[src/rtl/dts_defines.vh]
`ifndef DTS_DEFINES_VH
`define DTS_DEFINES_VH
// ****************************************
// timing
// ****************************************
`define DTS_CLK_HZ         20000000
`define DTS_TICK_US        250
`define DTS_TICK_CYC       ((`DTS_CLK_HZ / 1000000) * `DTS_TICK_US)
`define DTS_SLOW_MS        4
`define DTS_SLOW_TICKS     ((`DTS_SLOW_MS * 1000) / `DTS_TICK_US)
`define DTS_LOCK_S         1
`define DTS_LOCK_TICKS     ((`DTS_LOCK_S * 1000000) / `DTS_TICK_US)
`define DTS_INJ_TICKS_PER_DS ((100000) / `DTS_TICK_US)
// ****************************************
// encodings
// ****************************************
`define DTS_TQ_SPEED       3'h0
`define DTS_TQ_TORQUE      3'h1
`define DTS_TQ_OVERRIDE    3'h2
`define DTS_TQ_COILER      3'h3
`define DTS_TQ_FEEDFWD     3'h4
`define DTS_SM_COAST       3'h0
`define DTS_SM_RAMP        3'h1
`define DTS_SM_NORAMP      3'h2
`define DTS_SM_RAMP_INJ    3'h2
`define DTS_SM_INJ_ZSD     3'h3
`define DTS_SM_INJ_TIMED   3'h4
`define DTS_SM_DISABLE     3'h5
`define DTS_COIL_SPD       16'sh0005
`endif

[src/rtl/dts_sequencer.v]
`timescale 1ns/1ps
`include "dts_defines.vh"
module dts_sequencer (
  // clock and reset
  input  wire               ref_clk,
  input  wire               rst,
  // configuration
  input  wire               closed_loop,
  input  wire [2:0]         torque_mode_selector,
  input  wire [2:0]         stop_mode_selector,
  input  wire               offset_enable,
  input  wire               fast_ref_sample,
  input  wire               drive_enable_setting,
  input  wire [10:0]        injection_level_setting,
  input  wire [7:0]         injection_time_setting,
  input  wire signed [15:0] max_frequency_limit,
  input  wire signed [15:0] pi_kp,
  input  wire signed [15:0] pi_ki,
  // run and pins
  input  wire               run_cmd,
  input  wire               safe_off_n,
  input  wire               overspeed,
  input  wire               ramp_at_zero,
  input  wire               low_speed_det,
  // operands
  input  wire signed [15:0] torque_reference_setting,
  input  wire signed [15:0] torque_offset_setting,
  input  wire signed [15:0] speed_loop_out,
  input  wire signed [15:0] feed_forward,
  input  wire signed [15:0] final_speed_demand,
  input  wire signed [15:0] measured_speed,
  input  wire signed [15:0] current_demand,
  input  wire signed [15:0] current_feedback,
  // outputs
  output reg                inverter_enable,
  output reg                ramp_bypass,
  output reg                ramp_preload,
  output reg  signed [15:0] ramp_preload_value,
  output reg                ramp_stop,
  output reg                dc_inject,
  output reg                lf_inject,
  output reg  [10:0]        inject_level,
  output reg  signed [15:0] torque_demand,
  output reg  signed [15:0] speed_max_limit,
  output reg  signed [15:0] speed_min_limit,
  output reg                speed_limit_active,
  output reg  signed [15:0] freq_reference,
  output reg                ready_state,
  output reg                trip_latched,
  output reg                lockout
);
  // sequencer state codes
  localparam ST_READY = 3'h0, ST_RUN  = 3'h1, ST_DECEL = 3'h2, ST_INJ = 3'h3,
             ST_HOLD  = 3'h4, ST_LOCK = 3'h5, ST_TRIP  = 3'h6;
  reg [2:0]         state_reg, state_next;
  reg [12:0]        tick_cnt_reg;
  reg               tick, phase_done;
  reg [4:0]         slow_cnt_reg;
  // 17 bits: the longest injection time is 102000 ticks
  reg [16:0]        phase_cnt_reg;
  reg [2:0]         sm_latch_reg;
  reg               en_q1_reg, en_q2_reg, en_q3_reg, en_reg;
  reg               run_q1_reg, run_q2_reg, run_q3_reg, run_reg;
  reg               ov_q1_reg, ov_q2_reg, ov_q3_reg, ov_reg;
  reg signed [15:0] tref_reg;
  reg signed [31:0] integ_reg;
  reg signed [16:0] tres, tsum;
  reg signed [15:0] tres_sat;
  reg signed [31:0] perr, pi_sum;
  wire              enable_ok;
  wire [31:0]       inj_ticks;
  assign enable_ok = drive_enable_setting & en_reg;
  // injection time in 0.1s units, kept at full width so 25s cannot wrap
  assign inj_ticks = injection_time_setting * `DTS_INJ_TICKS_PER_DS;
  // ****************************************
  // pin synchronisers, second and third agree
  // ****************************************
  always @(posedge ref_clk) begin
    if (rst) begin
      {en_q1_reg, en_q2_reg, en_q3_reg, en_reg} <= 4'h0;
      {run_q1_reg, run_q2_reg, run_q3_reg, run_reg} <= 4'h0;
      {ov_q1_reg, ov_q2_reg, ov_q3_reg, ov_reg} <= 4'h0;
    end else begin
      en_q1_reg  <= safe_off_n;
      en_q2_reg  <= en_q1_reg;
      en_q3_reg  <= en_q2_reg;
      run_q1_reg <= run_cmd;
      run_q2_reg <= run_q1_reg;
      run_q3_reg <= run_q2_reg;
      ov_q1_reg  <= overspeed;
      ov_q2_reg  <= ov_q1_reg;
      ov_q3_reg  <= ov_q2_reg;
      if (en_q2_reg == en_q3_reg)
        en_reg <= en_q3_reg;
      if (run_q2_reg == run_q3_reg)
        run_reg <= run_q3_reg;
      if (ov_q2_reg == ov_q3_reg)
        ov_reg <= ov_q3_reg;
    end
  end
  // ****************************************
  // control tick and reference sampling
  // ****************************************
  // one 250us tick drives all timers; 4ms is 16 ticks
  always @(posedge ref_clk) begin
    if (rst) begin
      tick_cnt_reg <= 13'h0;
      tick         <= 1'b0;
      slow_cnt_reg <= 5'h0;
      tref_reg     <= 16'sh0000;
    end else begin
      tick <= (tick_cnt_reg == `DTS_TICK_CYC - 1);
      tick_cnt_reg <= (tick_cnt_reg == `DTS_TICK_CYC - 1) ? 13'h0 :
                      tick_cnt_reg + 13'h1;
      if (tick) begin
        slow_cnt_reg <= (slow_cnt_reg == `DTS_SLOW_TICKS - 1) ? 5'h0 :
                        slow_cnt_reg + 5'h1;
        // fast path only for closed loop analog voltage source
        if (fast_ref_sample && closed_loop)
          tref_reg <= torque_reference_setting;
        else if (slow_cnt_reg == `DTS_SLOW_TICKS - 1)
          tref_reg <= torque_reference_setting;
      end
    end
  end
  // ****************************************
  // torque demand formation
  // ****************************************
  always @* begin
    tsum = {speed_loop_out[15], speed_loop_out}
         + {feed_forward[15], feed_forward};
    tres = {tref_reg[15], tref_reg} + (offset_enable ?
           {torque_offset_setting[15], torque_offset_setting} : 17'sh00000);
    // saturate resultant so an overflow cannot flip the sign
    if (tres > 17'sh07fff)
      tres_sat = 16'sh7fff;
    else if (tres < -17'sh08000)
      tres_sat = -16'sh8000;
    else
      tres_sat = tres[15:0];
    perr   = current_demand - current_feedback;
    pi_sum = perr * pi_kp + integ_reg;
  end
  always @(posedge ref_clk) begin
    if (rst) begin
      torque_demand      <= 16'sh0000;
      speed_max_limit    <= 16'sh0000;
      speed_min_limit    <= 16'sh0000;
      speed_limit_active <= 1'b0;
      freq_reference     <= 16'sh0000;
      integ_reg          <= 32'sh0;
    end else begin
      speed_limit_active <= 1'b0;
      speed_max_limit    <= 16'sh0000;
      speed_min_limit    <= 16'sh0000;
      if (!closed_loop) begin
        torque_demand <= 16'sh0000;
        if (torque_mode_selector == `DTS_TQ_TORQUE &&
            state_reg == ST_RUN) begin
          if (tick)
            integ_reg <= integ_reg + perr * pi_ki;
          if (pi_sum > max_frequency_limit) // signed, sign-extended
            freq_reference <= max_frequency_limit;
          else if (pi_sum < -max_frequency_limit)
            freq_reference <= -max_frequency_limit;
          else
            freq_reference <= pi_sum[15:0];
        end else begin
          integ_reg      <= 32'sh0;
          freq_reference <= 16'sh0000;
        end
      end else begin
        freq_reference <= 16'sh0000;
        case (torque_mode_selector)
          `DTS_TQ_SPEED:
            torque_demand <= speed_loop_out;
          `DTS_TQ_TORQUE:
            torque_demand <= tres_sat;
          `DTS_TQ_OVERRIDE: begin
            if (tres_sat >= 0)
              torque_demand <= (speed_loop_out < 0) ? 16'sh0000 :
                (speed_loop_out > tres_sat) ? tres_sat :
                speed_loop_out;
            else
              torque_demand <= (speed_loop_out > 0) ? 16'sh0000 :
                (speed_loop_out < tres_sat) ? tres_sat :
                speed_loop_out;
          end
          `DTS_TQ_COILER: begin
            torque_demand      <= tres_sat;
            speed_limit_active <= 1'b1;
            if (final_speed_demand >= 0) begin
              speed_max_limit <= final_speed_demand;
              speed_min_limit <= -`DTS_COIL_SPD;
            end else begin
              speed_min_limit <= final_speed_demand;
              speed_max_limit <= `DTS_COIL_SPD;
            end
          end
          `DTS_TQ_FEEDFWD: begin
            if (tsum > 17'sh07fff)
              torque_demand <= 16'sh7fff;
            else if (tsum < -17'sh08000)
              torque_demand <= -16'sh8000;
            else
              torque_demand <= tsum[15:0];
          end
          default:
            torque_demand <= speed_loop_out;
        endcase
      end
    end
  end
  // ****************************************
  // stop sequencer
  // ****************************************
  always @* begin
    phase_done = 1'b0;
    state_next = state_reg;
    case (state_reg)
      ST_READY:
        if (run_reg && enable_ok)
          state_next = ST_RUN;
      ST_RUN:
        if (!enable_ok)
          state_next = ST_LOCK;
        else if (!run_reg) begin
          if (closed_loop)
            state_next = (sm_latch_reg == `DTS_SM_COAST) ? ST_READY :
                         ST_DECEL;
          else case (stop_mode_selector)
            `DTS_SM_COAST:     state_next = ST_LOCK;
            `DTS_SM_DISABLE:   state_next = ST_READY;
            `DTS_SM_INJ_ZSD:   state_next = ST_DECEL;
            `DTS_SM_INJ_TIMED: state_next = ST_INJ;
            default:           state_next = ST_DECEL;
          endcase
        end
      ST_DECEL: begin
        if (!enable_ok)
          state_next = ST_LOCK;
        else if (closed_loop) begin
          if (ramp_at_zero)
            state_next = ST_READY;
          else if (run_reg && sm_latch_reg != `DTS_SM_NORAMP)
            state_next = ST_RUN;
        end else if (sm_latch_reg == `DTS_SM_INJ_ZSD) begin
          if (low_speed_det)
            state_next = ST_INJ;
        end else if (ramp_at_zero)
          state_next = (sm_latch_reg == `DTS_SM_RAMP_INJ) ? ST_INJ :
                       ST_HOLD;
        else if (run_reg)
          state_next = ST_RUN;
      end
      ST_INJ: begin
        phase_done = tick && (phase_cnt_reg >= inj_ticks);
        if (!enable_ok)
          state_next = ST_LOCK;
        else if (phase_done)
          state_next = ST_READY;
      end
      ST_HOLD: begin
        phase_done = tick && (phase_cnt_reg >= `DTS_LOCK_TICKS - 1);
        if (!enable_ok)
          state_next = ST_LOCK;
        else if (run_reg)
          state_next = ST_RUN;
        else if (phase_done)
          state_next = ST_READY;
      end
      ST_LOCK: begin
        phase_done = tick && (phase_cnt_reg >= `DTS_LOCK_TICKS - 1);
        if (phase_done)
          state_next = ST_READY;
      end
      ST_TRIP: state_next = ST_TRIP;
      default: state_next = ST_READY;
    endcase
    if (ov_reg)
      state_next = ST_TRIP;
  end
  // state, phase counter and stop mode latch
  always @(posedge ref_clk) begin
    if (rst) begin
      state_reg     <= ST_READY;
      phase_cnt_reg <= 17'h0;
      sm_latch_reg  <= `DTS_SM_RAMP;
    end else begin
      state_reg <= state_next;
      // counter restarts on every phase entry
      if (state_next != state_reg)
        phase_cnt_reg <= 17'h0;
      else if (tick && phase_cnt_reg != 17'h1ffff)
        phase_cnt_reg <= phase_cnt_reg + 17'h1;
      if (state_reg == ST_RUN)
        sm_latch_reg <= stop_mode_selector;
    end
  end
  // ****************************************
  // registered outputs
  // ****************************************
  always @(posedge ref_clk) begin
    if (rst) begin
      inverter_enable    <= 1'b0;
      ramp_bypass        <= 1'b0;
      ramp_preload       <= 1'b0;
      ramp_preload_value <= 16'sh0000;
      ramp_stop          <= 1'b0;
      dc_inject          <= 1'b0;
      lf_inject          <= 1'b0;
      inject_level       <= 11'h0;
      ready_state        <= 1'b1;
      trip_latched       <= 1'b0;
      lockout            <= 1'b0;
    end else begin
      inverter_enable <= state_next != ST_READY && state_next != ST_LOCK &&
                         state_next != ST_TRIP;
      ramp_bypass <= closed_loop && state_next == ST_RUN &&
                     torque_mode_selector >= `DTS_TQ_TORQUE &&
                     torque_mode_selector <= `DTS_TQ_COILER;
      // preload pulse on the run to ramp-stop changeover
      ramp_preload <= ramp_bypass && state_next == ST_DECEL &&
                      sm_latch_reg == `DTS_SM_RAMP;
      if (state_reg == ST_RUN)
        ramp_preload_value <= measured_speed;
      ramp_stop <= state_next == ST_DECEL &&
                   (closed_loop ? sm_latch_reg == `DTS_SM_RAMP :
                    sm_latch_reg != `DTS_SM_INJ_ZSD);
      lf_inject <= !closed_loop && state_next == ST_DECEL &&
                   sm_latch_reg == `DTS_SM_INJ_ZSD;
      dc_inject <= state_next == ST_INJ;
      inject_level <= injection_level_setting;
      ready_state  <= state_next == ST_READY;
      trip_latched <= state_next == ST_TRIP;
      lockout      <= state_next == ST_LOCK;
    end
  end
endmodule

[config.mk]
export PLATFORM = sky130hd
export DESIGN_NAME = dts_sequencer
export DESIGN_NICKNAME = d
export VERILOG_FILES = /design/src/rtl/dts_sequencer.v
export VERILOG_INCLUDE_DIRS = /design/src /design/src/rtl
export SDC_FILE = /design/constraint.sdc
export NUM_CORES = 2
export LEC_CHECK = 0
export BUFFER_PORTS_ARGS = -buffer_cell sky130_fd_sc_hd__clkbuf_2
export CORE_ASPECT_RATIO = 0.7
export CORE_MARGIN = 2
export CORE_UTILIZATION = 57
export CTS_BUF_LIST = sky130_fd_sc_hd__clkbuf_8
export CTS_CLUSTER_DIAMETER = 200
export DETAILED_ROUTE_END_ITERATION = 10
export PLACE_DENSITY_LB_ADDON = 0.05
export SLEW_MARGIN = 0
export SYNTH_ARGS = -nofsm -noshare
export SYNTH_HDL_FRONTEND = slang
export SYNTH_SLANG_ARGS = --single-unit
[constraint.sdc]
create_clock -name ref_clk -period 12.1 [get_ports ref_clk]
set_clock_uncertainty 0.15 [all_clocks]
set_input_delay 0.605 -clock ref_clk [delete_from_list [all_inputs] [get_ports ref_clk]]
set_output_delay 0.605 -clock ref_clk [all_outputs]
set_load 0.02 [all_outputs]
==> summary.md <==
| Metric | Value |
|---|---|
| Area of the multi-input gates | 28100 um2 |
| Dpl hpwl | 77.1 mm |
| Pin count of the biggest net entering global routing | 64 |
| Core box area | 61700 um2 |
| Flops & latches, synth | 203 |
| Clock root cell | clkbuf_8 |
| Post-synth top cells | inv_1, fa_1, nand2_1 |
| Hold Fails Final Rpt | 0 |
| Die X | 303 um |
| Initial DRC Count | 1949 |
| # port buffers | 312 |
| Die area | 64600 um2 |
| Crit start category | input port |
| # IOs | 313 |
| Most frequent cell after synthesis | inv_1 |
| Layout cells sized above 1 | 0.106 |
| RePlAce Congestion | 0.917 |
| Asr flop ratio synth | 0 |
| Vias in the first global route | 27224 |
| Worst path arrival time | 11.45 ns |
| Slew Limit Fails | 0 |
| # setup viols final | 0 |
| Syn_area_per_cell | 8.77 um2 |
| FF/Latch Area | 4060 um2 |
| Register area share after synthesis | 0.114 |
| Slowest CP cell | fa_1 |
| Most frequent CP cell | fa_1 |
| Fill count | 5545 |
| Mapped Area | 35700 um2 |
| Synth area leader | fa_1 |
| Chip height | 213 um |
| Yosys Warn Count | 0 |
| MaxCap Viol Count | 0 |
| Final net count | 5492 |
| Fin crit share | 0.920 |
| Status | complete, no violations |
| Yosys cell types | 94 |
| Area grow syn2layout | 8.95% |
| RSZ-0062 raised after global routing | false |
| CP endpoint kind | flip-flop |
| Post-CTS Setup Inserts | 0 |
| Top Family by Delay on Critical Path | adder cells |
| Post_cts resized | 0 |
| Rows | 76 |
| CP max stage delay | 0.55 ns |
| Area contributors post-synth | fa_1, ha_1, dfxtp_1 |
| Clock Tree Buf Depth | 3 |
| Worst min path class | input port to flip-flop |
| ANT nets after route | 0 |
| Wire per inst | 18.1 um |
| Tightest Pin Transition | 1.28 ns |
| Vias | 27707 |
| Synth Flop Type | dfxtp_1 |
| Max_slew headroom | 0.143 |
| Worst Path Max Fanout | 20 |
| CTS Buf Count | 39 |
| Synth top area share | 0.340 |
| Total grt overflow | 0 |
| Initial antenna violation count | 10 |
| Number of flip-flops in the largest register | 32 |
| Reg clk slew, reported paths | 0.06 ns |
| Latest clock arrival within the worst-skew pair | 0.61 ns |
| H-tree Lvls | 2 |
| First-pass GRT wire length | 148 mm |
| Total track usage | 0.294 |
| Worst EP required | 12.42 ns |
| Post-synth EDFFs | 0 |
| Vias per std cell | 5.38 |
| Drc violations | 0 |
| CTS tree | yes |
| Class of the most critical setup path | input port to flip-flop |
| CP bufs+invs | 7 |
| Post-CTS Hold Fix Bufs | 0 |
| Synth Instances | 4068 |
| Drt total wl | 93.2 mm |
| TritonCTS Sinks | 203 |
| Starting density of the core | 0.578 |
| Router iterations before antenna repair | 7 |
| Max Fclk | 0.0898 GHz |
| Syn_nets | 5254 |
| Final setup TNS | 0 ns |
| Fin crit period | 11.13 ns |
==> cell usage in the layout (no fill, tap or decap), types with 9 or more instances in the layout <==
master      n
a22o_1      9
and3_1     17
clkbuf_8   51
nor4_1     15
xnor2_2    11
nand3_1    45
xnor2_1   110
xor2_1     47
inv_1     809
a41oi_1    12
o21bai_1   13
nor2b_1    90
nor2_1    205
dfxtp_1   203
a211oi_1   24
a22oi_1    17
mux2i_1    28
and2_1    221
o21ai_0    65
nand2b_1   61
o21ai_1    24
a31oi_1    28
clkbuf_2  311
or3_1      11
a21oi_1   165
nand2_1   432
buf_4      37
nor3_1     47
nand4_1    20
a21o_1     56
ha_1      368
fa_1      606
o21a_1     32
==> through the flow <==
| stage | util | area, um2 | worst slack, ns | cells | hold WS, ns |
|---|---|---|---|---|---|
| 2_1_floorplan | - | 35700 | 1.54 | 4068 | 0.264 |
| 3_3_place_gp | 0.617 | 38000 | 0.595 | 5084 | 0.270 |
| 3_5_place_dp | 0.617 | 38000 | 0.404 | 5084 | 0.283 |
| 4_1_cts | 0.630 | 38900 | 1.01 | 5151 | 0.0327 |
| 5_1_grt | 0.630 | 38900 | 0.000754 | 5152 | 0.0525 |
| 6_report | 0.630 | 38900 | 0.970 | 5154 | 0.0713 |
==> worst paths after layout <==
| path | from | to | slack [ns] | cells after the start |
|---|---|---|---|---|
| worst min register to register | ov_q1_reg | ov_q2_reg | 0.29 | 1 |
| worst min-delay path | injection_level_setting[7] | inject_level[7] | 0.07 | 2 |
| worst max register to register | integ_reg[15] | freq_reference[3] | 4.25 | 32 |
| worst max-delay path | current_demand[0] | freq_reference[3] | 0.97 | 46 |
==> cells by family (layout without fill, tap and decap cells) <==
kind of cell / after synthesis / in the layout / share of synthesized area
adder cells (fa/ha/maj): 974 / 974 / 0.469
flip-flops: 203 / 203 / 0.114
XOR/XNOR: 171 / 171 / 0.0422
multiplexers: 31 / 31 / 0.00880
other: 1 / 4 / 0.000105
AND/OR/NAND/NOR: 1211 / 1211 / 0.168
AO/OA/AOI/OAI: 522 / 522 / 0.0967
buffers and inverters: 955 / 1219 / 0.102
==> metal layers <==
layer / share of wire / GRT usage / vias up
met2: 0.41 / 0.422 / 886
met5: 0.0012 / 0 / -
met4: 0.027 / 0.0768 / 16
met1: 0.47 / 0.440 / 13437
li1: - / - / 13212
met3: 0.087 / 0.0744 / 156
==> cell type report <==
| type | count | area share |
|---|---|---|
| inverters | 804 | 0.0776 |
| diodes | 3 | 0.000193 |
| clock buffers | 51 | 0.0181 |
| multi-input cells | 2910 | 0.723 |
| repair buffers | 348 | 0.0472 |
| flip-flops and latches | 203 | 0.105 |
| clock inverters | 16 | 0.00277 |
| well taps | 819 | 0.0264 |
Power is left out: the tool's default activity adds up to more than one toggle a clock period on the data nets, which glitch-free logic cannot reach.
